==> config.mk <==
export PLATFORM = sky130hd
export DESIGN_NAME = station_alias_loader
export DESIGN_NICKNAME = d
export VERILOG_FILES = /design/src/alias_loader_pkg.sv /design/src/station_alias_loader.sv
export SDC_FILE = /design/constraint.sdc
export NUM_CORES = 1
export LEC_CHECK = 0
export ABC_CLOCK_PERIOD_IN_PS = 6700
export BUFFER_PORTS_ARGS = -buffer_cell sky130_fd_sc_hd__buf_2
export CAP_MARGIN = 15
export CORE_MARGIN = 3
export CORE_UTILIZATION = 40
export CTS_BUF_LIST = sky130_fd_sc_hd__clkbuf_4 sky130_fd_sc_hd__clkbuf_8 sky130_fd_sc_hd__clkbuf_16
export CTS_CLUSTER_SIZE = 16
export DETAILED_ROUTE_END_ITERATION = 7
export RECOVER_POWER = 25
export SYNTH_ARGS = -nofsm -noshare
export SYNTH_HDL_FRONTEND = slang
export SYNTH_SLANG_ARGS = --single-unit
==> constraint.sdc <==
create_clock -name ref_clk_i -period 6.7 [get_ports ref_clk_i]
set_clock_uncertainty 0.05 [all_clocks]
set_input_delay 1.34 -clock ref_clk_i [delete_from_list [all_inputs] [get_ports ref_clk_i]]
set_output_delay 1.34 -clock ref_clk_i [all_outputs]
set_load 0.02 [all_outputs]
==> src/alias_loader_pkg.sv <==
package alias_loader_pkg;

  ////////////////////////////////////////////////////////////////////////////
  // slave controller register offsets
  localparam logic [15:0] OFS_NODE_ALIAS       = 16'h0012;
  localparam logic [15:0] OFS_APP_LAYER_CTRL   = 16'h0120;
  localparam logic [15:0] OFS_APP_LAYER_STATE  = 16'h0130;
  localparam logic [15:0] OFS_APP_LAYER_CODE   = 16'h0134;

  // handshake bit positions in control and status
  localparam int unsigned ID_REQUEST_BIT = 5;
  localparam int unsigned ID_LOADED_BIT  = 5;

  ////////////////////////////////////////////////////////////////////////////
  // dictionary indices of the stored settings
  localparam logic [15:0] IDX_ALIAS_UPPER_BYTE  = 16'h3740;
  localparam logic [15:0] IDX_ALIAS_SOURCE_SEL  = 16'h3741;

  // word address of the alias in the interface store
  localparam logic [15:0] SII_ALIAS_WORD        = 16'h0004;

  ////////////////////////////////////////////////////////////////////////////
  // source selection encodings and limits
  localparam logic [15:0] SEL_FROM_SWITCH       = 16'h0000;
  localparam logic [15:0] SEL_FROM_SII          = 16'h0001;
  localparam logic [15:0] SEL_MAKER_ONLY        = 16'h0002;
  localparam logic [15:0] SEL_RESET             = 16'h0001;
  localparam logic [15:0] UPPER_BYTE_MAX        = 16'h00FF;
  localparam logic [15:0] UPPER_BYTE_RESET      = 16'h0000;

  // field split of the combined alias
  localparam int unsigned ALIAS_HALF_W          = 8;

  // power-on fetch sequence
  typedef enum logic [2:0] {
    LD_FETCH_SEL,
    LD_FETCH_UPPER,
    LD_DECIDE,
    LD_FETCH_SII,
    LD_DONE
  } load_state_t;

  // explicit id handshake
  typedef enum logic [1:0] {
    ID_IDLE,
    ID_SHOWN,
    ID_RELEASE
  } id_state_t;

endpackage : alias_loader_pkg

==> src/station_alias_loader.sv <==
`timescale 1ns/1ps

module station_alias_loader (
  input  wire logic        ref_clk_i,
  input  wire logic        rst_i,
  input  wire logic        ce_i,
  // slave controller register port
  input  wire logic [15:0] reg_addr_i,
  input  wire logic        reg_rd_i,
  input  wire logic        reg_wr_i,
  input  wire logic [15:0] reg_wdata_i,
  output logic             reg_ack_o,
  output logic [15:0]      reg_rdata_o,
  // backup non-volatile store read port
  output logic             nv_req_o,
  output logic [15:0]      nv_index_o,
  input  wire logic        nv_ack_i,
  input  wire logic [15:0] nv_data_i,
  // interface store read port
  output logic             sii_req_o,
  output logic [15:0]      sii_addr_o,
  input  wire logic        sii_ack_i,
  input  wire logic [15:0] sii_data_i,
  // dictionary object writes from the application side
  input  wire logic        obj_wr_i,
  input  wire logic [15:0] obj_index_i,
  input  wire logic [15:0] obj_wdata_i,
  output logic             obj_err_o,
  output logic [15:0]      obj_rdata_o,
  // front-panel rotary switch pins
  input  wire logic [7:0]  rotary_i,
  // communication alarm status
  input  wire logic        comm_alarm_i,
  input  wire logic [15:0] comm_alarm_code_i,
  // load status
  output logic             load_done_o,
  output logic             active_sel_o
);
  import alias_loader_pkg::*;

  ////////////////////////////////////////////////////////////////////////////
  // state
  load_state_t     ld_q, ld_d;
  id_state_t       id_q, id_d;
  logic [7:0]      rot_meta_q;
  logic [7:0]      rot_q;
  logic [15:0]     sel_store_q;    // stored setting, may change after power-on
  logic [15:0]     upper_store_q;
  logic [15:0]     sel_active_q;   // values latched at power-on
  logic [7:0]      upper_active_q;
  logic [15:0]     node_alias_q;
  logic [15:0]     al_ctrl_q;
  logic            id_loaded_q;
  logic [15:0]     al_code_q;
  logic [15:0]     reg_rdata_q;
  logic            obj_err_q;
  logic [15:0]     obj_rdata_q;

  ////////////////////////////////////////////////////////////////////////////
  // decode and selection
  wire logic        hit_alias  = (reg_addr_i == OFS_NODE_ALIAS);
  wire logic        hit_ctrl   = (reg_addr_i == OFS_APP_LAYER_CTRL);
  wire logic        hit_state  = (reg_addr_i == OFS_APP_LAYER_STATE);
  wire logic        hit_code   = (reg_addr_i == OFS_APP_LAYER_CODE);
  wire logic        ctrl_wr    = ce_i & reg_wr_i & hit_ctrl;
  wire logic        id_request = al_ctrl_q[ID_REQUEST_BIT];
  // switch alias built from the latched upper byte and live switch
  wire logic [15:0] switch_alias = {upper_active_q, rot_q};
  wire logic [15:0] id_answer    = comm_alarm_i ? comm_alarm_code_i
                                                : switch_alias;
  wire logic        nv_got     = nv_ack_i & ce_i;
  wire logic        sii_got    = sii_ack_i & ce_i;
  wire logic        wr_sel     = ce_i & obj_wr_i & (obj_index_i == IDX_ALIAS_SOURCE_SEL);
  wire logic        wr_upper   = ce_i & obj_wr_i & (obj_index_i == IDX_ALIAS_UPPER_BYTE);
  wire logic        sel_ok     = (obj_wdata_i < SEL_MAKER_ONLY);
  wire logic        upper_ok   = (obj_wdata_i <= UPPER_BYTE_MAX);
  wire logic        loading    = (ld_q != LD_DONE);

  // read data mux, status assembled from its bit fields
  logic [15:0] state_word;
  logic [15:0] rd_mux;
  always_comb begin
    state_word                = 16'h0000;
    state_word[ID_LOADED_BIT] = id_loaded_q;
    if (hit_alias) begin
      rd_mux = node_alias_q;
    end else if (hit_ctrl) begin
      rd_mux = al_ctrl_q;
    end else if (hit_state) begin
      rd_mux = state_word;
    end else if (hit_code) begin
      rd_mux = al_code_q;
    end else begin
      rd_mux = 16'h0000;
    end
  end

  // reads wait until the power-on load has finished
  assign reg_ack_o   = (reg_rd_i & ~loading) | reg_wr_i;
  assign reg_rdata_o = reg_rdata_q;
  assign load_done_o = ~loading;
  assign active_sel_o = sel_active_q[0];
  assign obj_err_o   = obj_err_q;
  assign obj_rdata_o = obj_rdata_q;

  ////////////////////////////////////////////////////////////////////////////
  // power-on fetch requests
  always_comb begin
    nv_req_o   = 1'b0;
    nv_index_o = IDX_ALIAS_SOURCE_SEL;
    sii_req_o  = 1'b0;
    sii_addr_o = SII_ALIAS_WORD;
    case (ld_q)
      LD_FETCH_SEL: begin
        nv_req_o   = 1'b1;
        nv_index_o = IDX_ALIAS_SOURCE_SEL;
      end
      LD_FETCH_UPPER: begin
        nv_req_o   = 1'b1;
        nv_index_o = IDX_ALIAS_UPPER_BYTE;
      end
      LD_FETCH_SII: begin
        sii_req_o  = 1'b1;
      end
      default: begin
        nv_req_o   = 1'b0;
      end
    endcase
  end

  // power-on fetch sequence
  always_comb begin
    ld_d = ld_q;
    case (ld_q)
      LD_FETCH_SEL: begin
        if (nv_got) begin
          ld_d = LD_FETCH_UPPER;
        end
      end
      LD_FETCH_UPPER: begin
        if (nv_got) begin
          ld_d = LD_DECIDE;
        end
      end
      LD_DECIDE: begin
        if (!ce_i) begin
          ld_d = LD_DECIDE;
        end else if (sel_active_q == SEL_FROM_SII) begin
          ld_d = LD_FETCH_SII;
        end else begin
          ld_d = LD_DONE;
        end
      end
      LD_FETCH_SII: begin
        if (sii_got) begin
          ld_d = LD_DONE;
        end
      end
      default: begin
        ld_d = LD_DONE;
      end
    endcase
  end

  // explicit id handshake sequence
  always_comb begin
    id_d = id_q;
    case (id_q)
      ID_IDLE: begin
        if (id_request && !loading) begin
          id_d = ID_SHOWN;
        end
      end
      ID_SHOWN: begin
        if (!id_request) begin
          id_d = ID_RELEASE;
        end
      end
      ID_RELEASE: begin
        id_d = ID_IDLE;
      end
      default: begin
        id_d = ID_IDLE;
      end
    endcase
  end

  ////////////////////////////////////////////////////////////////////////////
  // rotary switch synchroniser
  always_ff @(posedge ref_clk_i or posedge rst_i) begin
    if (rst_i) begin
      rot_meta_q <= 8'h00;
      rot_q      <= 8'h00;
    end else if (ce_i) begin
      rot_meta_q <= rotary_i;
      rot_q      <= rot_meta_q;
    end
  end

  // state registers
  always_ff @(posedge ref_clk_i or posedge rst_i) begin
    if (rst_i) begin
      ld_q <= LD_FETCH_SEL;
      id_q <= ID_IDLE;
    end else if (ce_i) begin
      ld_q <= ld_d;
      id_q <= id_d;
    end
  end

  // stored settings, held but not applied until the next power-on
  always_ff @(posedge ref_clk_i or posedge rst_i) begin
    if (rst_i) begin
      sel_store_q   <= SEL_RESET;
      upper_store_q <= UPPER_BYTE_RESET;
      obj_err_q     <= 1'b0;
      obj_rdata_q   <= 16'h0000;
    end else if (ld_q == LD_FETCH_SEL && nv_got) begin
      sel_store_q   <= nv_data_i;
    end else if (ld_q == LD_FETCH_UPPER && nv_got) begin
      upper_store_q <= nv_data_i;
    end else if (ce_i) begin
      obj_err_q   <= (wr_sel & ~sel_ok) | (wr_upper & ~upper_ok);
      obj_rdata_q <= (obj_index_i == IDX_ALIAS_SOURCE_SEL) ? sel_store_q : upper_store_q;
      if (wr_sel && sel_ok) begin
        sel_store_q <= obj_wdata_i;
      end
      if (wr_upper && upper_ok) begin
        upper_store_q <= obj_wdata_i;
      end
    end
  end

  // active settings latched only during the power-on fetch
  always_ff @(posedge ref_clk_i or posedge rst_i) begin
    if (rst_i) begin
      sel_active_q   <= SEL_RESET;
      upper_active_q <= 8'h00;
    end else if (ld_q == LD_FETCH_SEL && nv_got) begin
      sel_active_q   <= nv_data_i;
    end else if (ld_q == LD_FETCH_UPPER && nv_got) begin
      upper_active_q <= nv_data_i[ALIAS_HALF_W-1:0];
    end
  end

  // configured alias register fill
  always_ff @(posedge ref_clk_i or posedge rst_i) begin
    if (rst_i) begin
      node_alias_q <= 16'h0000;
    end else if (ld_q == LD_FETCH_SII && sii_got) begin
      node_alias_q <= sii_data_i;
    end else if (ce_i && ld_q == LD_DECIDE && sel_active_q == SEL_FROM_SWITCH) begin
      node_alias_q <= switch_alias;
    end
  end

  // control register written by the master
  always_ff @(posedge ref_clk_i or posedge rst_i) begin
    if (rst_i) begin
      al_ctrl_q <= 16'h0000;
    end else if (ctrl_wr) begin
      al_ctrl_q <= reg_wdata_i;
    end
  end

  // status code and loaded flag of the id handshake
  always_ff @(posedge ref_clk_i or posedge rst_i) begin
    if (rst_i) begin
      al_code_q   <= 16'h0000;
      id_loaded_q <= 1'b0;
    end else if (ce_i) begin
      case (id_q)
        ID_IDLE: begin
          if (id_request && !loading) begin
            al_code_q <= id_answer;
          end
        end
        ID_SHOWN: begin
          id_loaded_q <= id_request;
          if (id_request) begin
            al_code_q <= id_answer;
          end
        end
        ID_RELEASE: begin
          al_code_q <= 16'h0000;
        end
        default: begin
          id_loaded_q <= 1'b0;
        end
      endcase
    end
  end

  // registered read data
  always_ff @(posedge ref_clk_i or posedge rst_i) begin
    if (rst_i) begin
      reg_rdata_q <= 16'h0000;
    end else if (ce_i && reg_rd_i && !loading) begin
      reg_rdata_q <= rd_mux;
    end
  end

endmodule : station_alias_loader

# Word-level counts from Yosys, hierarchy flattened
# Index checks and enable logic that the tools add are counted.
# word_totals
reg_bits	159
input_bits	129
out_inout_bits	70
word_cells	115
# classes
magnitude_cmp	2
eq_ne	20
muxes	30
bitwise	18
reduce_logical	30
# op_table
cell	count
16-bit two-way mux	17
16-bit by 9-bit equality test with 1-bit output (second input constant)	3
16-bit case mux with 3 select lines	1
16-bit by 14-bit equality test with 1-bit output (second input constant)	2
16-bit by 1-bit equality test with 1-bit output (second input constant)	1
16-bit by 5-bit equality test with 1-bit output (second input constant)	1
16-bit by 8-bit <= comparator with 1-bit output (second input constant)	1
16-bit logical NOT	1
16-bit by 2-bit less-than comparator with 1-bit output (second input constant)	1
2-bit != test (second input constant)	7
3-bit two-way mux	4
3-bit case mux with 4 select lines	1
3-bit AND reduction	4
1-bit bitwise AND	10
1-bit logical AND	10
2-bit nonzero test	5
4-bit AND reduction	2
3-bit by 2-bit equality test with 1-bit output (second input constant)	2
1-bit inverter	6
2-bit two-way mux	2
2-bit case mux with 2 select lines	1
2-bit AND reduction	2
2-bit OR reduction	2
3-bit by 1-bit equality test with 1-bit output (second input constant)	1
10 further kinds	13

# Longest topological paths before layout
# depth
ltp_word	7
mapped_depth	8

# Least setup slack after synthesis
# OpenSTA, ideal clock, no wires.
# synth_timing
path_type	input port to output port
start	input port reg_wr_i
end	output port reg_ack_o
arrival_time_ps	1545
required_ps	5310
setup_slack_ps	3765
cell_stages	1
n_path_buf	0
cell_sequence	a21o_1
# synth_via
elab_chain_cells	1
# synth_rtl
item	line	rtl
start, declared	station_alias_loader.sv:10	input wire logic reg_wr_i,
1-bit bitwise OR	station_alias_loader.sv:99	assign reg_ack_o = (reg_rd_i & ~loading) | reg_wr_i;
end, declared	station_alias_loader.sv:12	output logic reg_ack_o,
# No other way between the ends.

# Worst setup path in the final report
# layout_timing
start	input port obj_index_i[3]
end	register sel_store_q[0]
# layout_via
elab_chain_cells	5
# layout_rtl
item	line	rtl
start, declared	station_alias_loader.sv:26	input wire logic [15:0] obj_index_i,
16-bit by 14-bit equality test with 1-bit output	station_alias_loader.sv:73	wire logic wr_sel = ce_i & obj_wr_i & (obj_index_i == IDX_ALIAS_SOURCE_SEL);
1-bit bitwise AND	station_alias_loader.sv:73	
1-bit logical AND	station_alias_loader.sv:225	if (wr_sel && sel_ok) begin
2-bit nonzero test (no line)	n/a	
3-bit AND reduction (no line)	n/a	
end signal, assigned	station_alias_loader.sv:219	sel_store_q <= nv_data_i;
end signal, assigned	station_alias_loader.sv:226	sel_store_q <= obj_wdata_i;
end, declared	station_alias_loader.sv:47	logic [15:0] sel_store_q;
# No other way between the ends.
# A chain may end at the register's enable or synchronous reset.

==> impl_summary.txt <==
----------------------------------------------------
[CTS]
  Number of levels the H-tree was split into ... 4
  Number of CTS-inserted buffers ... 17
  Library cell used as clock root buffer ... sky130_fd_sc_hd__clkbuf_16
  Number of clock sinks ... 159
  Number of setup buffers added after CTS ... 0
  TritonCTS clock tree ... built
  Number of buffers on the longest clock path ... 2
  Number of buffers inserted by hold repair at cts ... 0
  Later-pin clock latency in the skew report ... 0.42 ns
  Clock transition at the registers of the reported paths ... 0.06 ns
  Gates resized, CTS repair ... 0

[Timing]
  Min cycle time layout ... 3.45 ns
  Aggregate negative setup slack ... 0 ns
  Final slew viol count ... 0
  Maximum achievable frequency ... 0.290 GHz
  Unrepaired setup endpoints after global routing ... no
  Transition time at the pin with the least slew margin ... 1.13 ns
  Final hold viol count ... 0
  Max-Slew Margin vs Limit ... 0.243
  Fin crit share ... 0.515
  Setup violation total in the final timing report ... 0

[Critical path]
  Data required, critical path ... 6.99 ns
  CP Class ... input pin to register
  Series of cell instances along the critical path ... buf_2, nor4b_1, and4_1, nand4_2, a211o_2, mux2_4
  End of the worst register-to-register path ... al_code_q[5]
  Slowest cell on crit path ... sky130_fd_sc_hd__and4_1
  Worst reg2reg setup slack ... 4.29 ns
  R2R cell count ... 5
  Highest fanout seen on the critical path ... 17
  Capturing element type of the critical path ... register
  Kind of start point of the critical path ... input pin
  Arrival time at the worst endpoint ... 3.74 ns
  Crit-path max cell delay ... 0.95 ns
  Startpoint of the lowest-slack register-to-register path ... ld_q[2]

[Hold path]
  Hold Path End ... reg_rdata_o[13]
  Hold Crit Start ... reg_rdata_o[13]
  Class of the most critical hold timing path ... register to register
  Hold path cells ... 2

[Synthesis]
  Number of distinct library cell variants in the gate-level netlist after synthesis ... 55
  Number of warning messages in the yosys log ... 0
  Number of enable flip-flop cells after synthesis ... 0
  Count of mapped cells out of synthesis ... 663
  Yosys reg bits ... 159
  Sequential fraction of the synthesis area ... 0.528
  Post-Syn Area per Cell ... 11.4 µm²
  Total standard cell area after synthesis ... 7540 µm²
  Flip-flop cell with the highest count after synthesis ... sky130_fd_sc_hd__dfrtp_1
  Proportion of synthesized flip-flops having asynchronous set or reset ... 1.00

[Flow run]
  Reported max-cap violation count ... 0

[Detailed routing]
  Residual DRC count ... 0
  Avg WL per Cell ... 17.9 µm
  First drt pass iteration count ... 5
  Initial detailed-routing violation count ... 338
  Vias post-DR ... 5563
  Remaining antenna violation count after routing ... 0
  Vias per std cell ... 5.30
  Routed Wire Length ... 18800 µm

[Finish]
  Final instance count without filler cells ... 1050
  Sequential standard cell area ... 3980 µm²
  Number of nets in the finished design ... 938
  Area growth from synthesis to layout ... 18.5%
  Multi-input gate area in the final layout ... 3180 µm²
  Antenna diode instance count ... 0
  Proportion of layout cells with a drive suffix above 1 ... 0.341
  Number of inserted filler cells in the final layout ... 1681

[Power]
  Power per cell area ... 358 nW/µm²
  IR Drop Worst-Case VDD ... 170 µV
  Lkg Pwr ... 0.00446 µW

[Floorplan]
  Initial cell density of the core ... 0.413
  Core Region ... 18300 µm²
  Die area ... 20500 µm²
  Height of the die ... 143 µm
  Core Rows ... 49
  I/O Pins ... 199
  Horiz. Die Dim ... 143 µm

[Global route]
  Pin count of the biggest net entering global routing ... 107
  Number of global-route vias before repair ... 5273
  Initial antenna violation count ... 0
  Combined global-route utilization of all metal layers ... 0.180
  First-pass GRT wire length ... 28900 µm
  Overflow left after global routing ... 0

[Placement]
  Final Wtd Congestion ... 0.803
  Post-Place Cells ... 1017
  Port Buf Inserts ... 167
  HPWL Detailed ... 13900 µm

[Status]
  Run status ... complete, no violations

----------------------------------------------------
[power breakdown]
part	internal, µW	switching, µW	leakage, µW	total (µW)
Clock	569	385	0.000290	953
Sequential	1290	229	0.00203	1510
Combinational	349	380	0.00214	729
Total	2200	994	0.00446	3200
[per-layer routing]
metal  wire length, µm  global-route usage
met5                 0                   0
met4               229              0.0491
met3              1190              0.0433
met2              8450               0.268
met1              8900               0.266
[worst max path at each step]
stage	startpoint	end	slack [ns]	cells past startpoint
floorplan	rst_i	al_code_q[0]	1.02	1
global placement	obj_index_i[15]	sel_store_q[0]	2.92	6
detailed placement	obj_index_i[3]	sel_store_q[0]	2.83	6
CTS	obj_index_i[3]	sel_store_q[0]	3.27	6
global route	obj_index_i[3]	sel_store_q[0]	3.13	6
finish	obj_index_i[3]	sel_store_q[0]	3.25	6
[Yosys cell counts, types with 7 or more instances]
cell / count / share of area
sky130_fd_sc_hd__o21ai_0: 20 / 0.013
sky130_fd_sc_hd__buf_4: 34 / 0.034
sky130_fd_sc_hd__nand2_1: 90 / 0.045
sky130_fd_sc_hd__nor4_2: 7 / 0.012
sky130_fd_sc_hd__mux2_2: 54 / 0.081
sky130_fd_sc_hd__a22o_1: 24 / 0.028
sky130_fd_sc_hd__a21oi_1: 19 / 0.013
sky130_fd_sc_hd__buf_2: 14 / 0.0093
sky130_fd_sc_hd__o31ai_1: 19 / 0.019
sky130_fd_sc_hd__mux2i_1: 50 / 0.066
sky130_fd_sc_hd__dfrtp_1: 157 / 0.52
sky130_fd_sc_hd__mux2_1: 18 / 0.027
sky130_fd_sc_hd__nor2_1: 53 / 0.026
sky130_fd_sc_hd__a221oi_1: 15 / 0.017
sky130_fd_sc_hd__clkbuf_1: 19 / 0.0095
[critical path, delay by kind of cell]
kind,cells,cell delay [ns]
muxes,1,0.33
buffers and inverters,1,0.10
AOI/OAI and AO/OA,1,0.53
and+or+nand+nor,3,1.42
[placed cells by master (no fill, tap or decap), types with 2 or more instances in the layout]
master,netlist,layout
sky130_fd_sc_hd__buf_2,14,166
sky130_fd_sc_hd__dfrtp_1,157,157
sky130_fd_sc_hd__nand2_1,90,90
sky130_fd_sc_hd__mux2_2,54,54
sky130_fd_sc_hd__nor2_1,53,52
sky130_fd_sc_hd__mux2i_1,50,50
sky130_fd_sc_hd__conb_1,2,31
sky130_fd_sc_hd__a22o_1,24,24
sky130_fd_sc_hd__o21ai_0,20,20
sky130_fd_sc_hd__o31ai_1,19,19
sky130_fd_sc_hd__a21oi_1,19,19
sky130_fd_sc_hd__mux2_1,18,18
sky130_fd_sc_hd__clkbuf_16,0,17
sky130_fd_sc_hd__a221oi_1,15,15
sky130_fd_sc_hd__nor4_2,7,6
sky130_fd_sc_hd__nand2b_1,4,4
sky130_fd_sc_hd__nand3_1,4,4
sky130_fd_sc_hd__clkinv_4,0,4
sky130_fd_sc_hd__buf_4,34,4
sky130_fd_sc_hd__nor2_2,2,3
sky130_fd_sc_hd__nor3b_1,3,3
sky130_fd_sc_hd__nor4_1,2,3
sky130_fd_sc_hd__nor3_1,3,3
sky130_fd_sc_hd__mux2_4,3,3
sky130_fd_sc_hd__inv_6,0,3
sky130_fd_sc_hd__clkinv_2,0,3
sky130_fd_sc_hd__and4b_1,2,2
sky130_fd_sc_hd__and4_1,2,2
sky130_fd_sc_hd__and3_1,2,2
sky130_fd_sc_hd__nor2b_1,2,2
sky130_fd_sc_hd__and3b_1,2,2
sky130_fd_sc_hd__inv_1,3,2
sky130_fd_sc_hd__nand4_1,2,2
sky130_fd_sc_hd__and2_1,2,2
sky130_fd_sc_hd__or4_1,2,2
sky130_fd_sc_hd__clkbuf_8,0,2
sky130_fd_sc_hd__bufinv_16,0,2
sky130_fd_sc_hd__dfstp_2,2,2
[metrics by stage]
step	hold WS (ns)	instance area, µm²	power [µW]	util	setup WS, ns
after floorplan	0.397	7650	2000	-	1.02
final	0.423	8940	3200	0.489	3.25
after CTS	0.429	8920	3220	0.488	3.27
after global placement	0.414	8330	2220	0.456	2.92
after global routing	0.453	8940	3380	0.489	3.13
after detailed placement	0.416	8330	2260	0.456	2.83
[registers in the layout (all words and copies together) (netlist names), 16 cells and up]
| name | count |
|---|---|
| al_code_q | 16 |
| reg_rdata_o | 16 |
| node_alias_q | 16 |
| obj_rdata_o | 16 |
| al_ctrl_q | 16 |
| sel_active_q | 16 |
| upper_store_q | 16 |
| sel_store_q | 16 |
[layout make-up]
cell class | count | share of cell area
Sequential cell | 159 | 0.446
Multi-Input combinational cell | 456 | 0.356
Tap cell | 229 | 0.0321
Timing Repair Buffer | 172 | 0.0984
Inverter | 3 | 0.00182
Clock inverter | 12 | 0.0151
Clock buffer | 19 | 0.0507
[cell families after synthesis]
logic type,after synthesis,synth area share
and+or+nand+nor,195,0.129
DFF,159,0.528
muxes,125,0.180
AOI/OAI and AO/OA,105,0.0986
buffers and inverters,77,0.0637
other,2,0.000996
(Power assumes the default switching activity.)
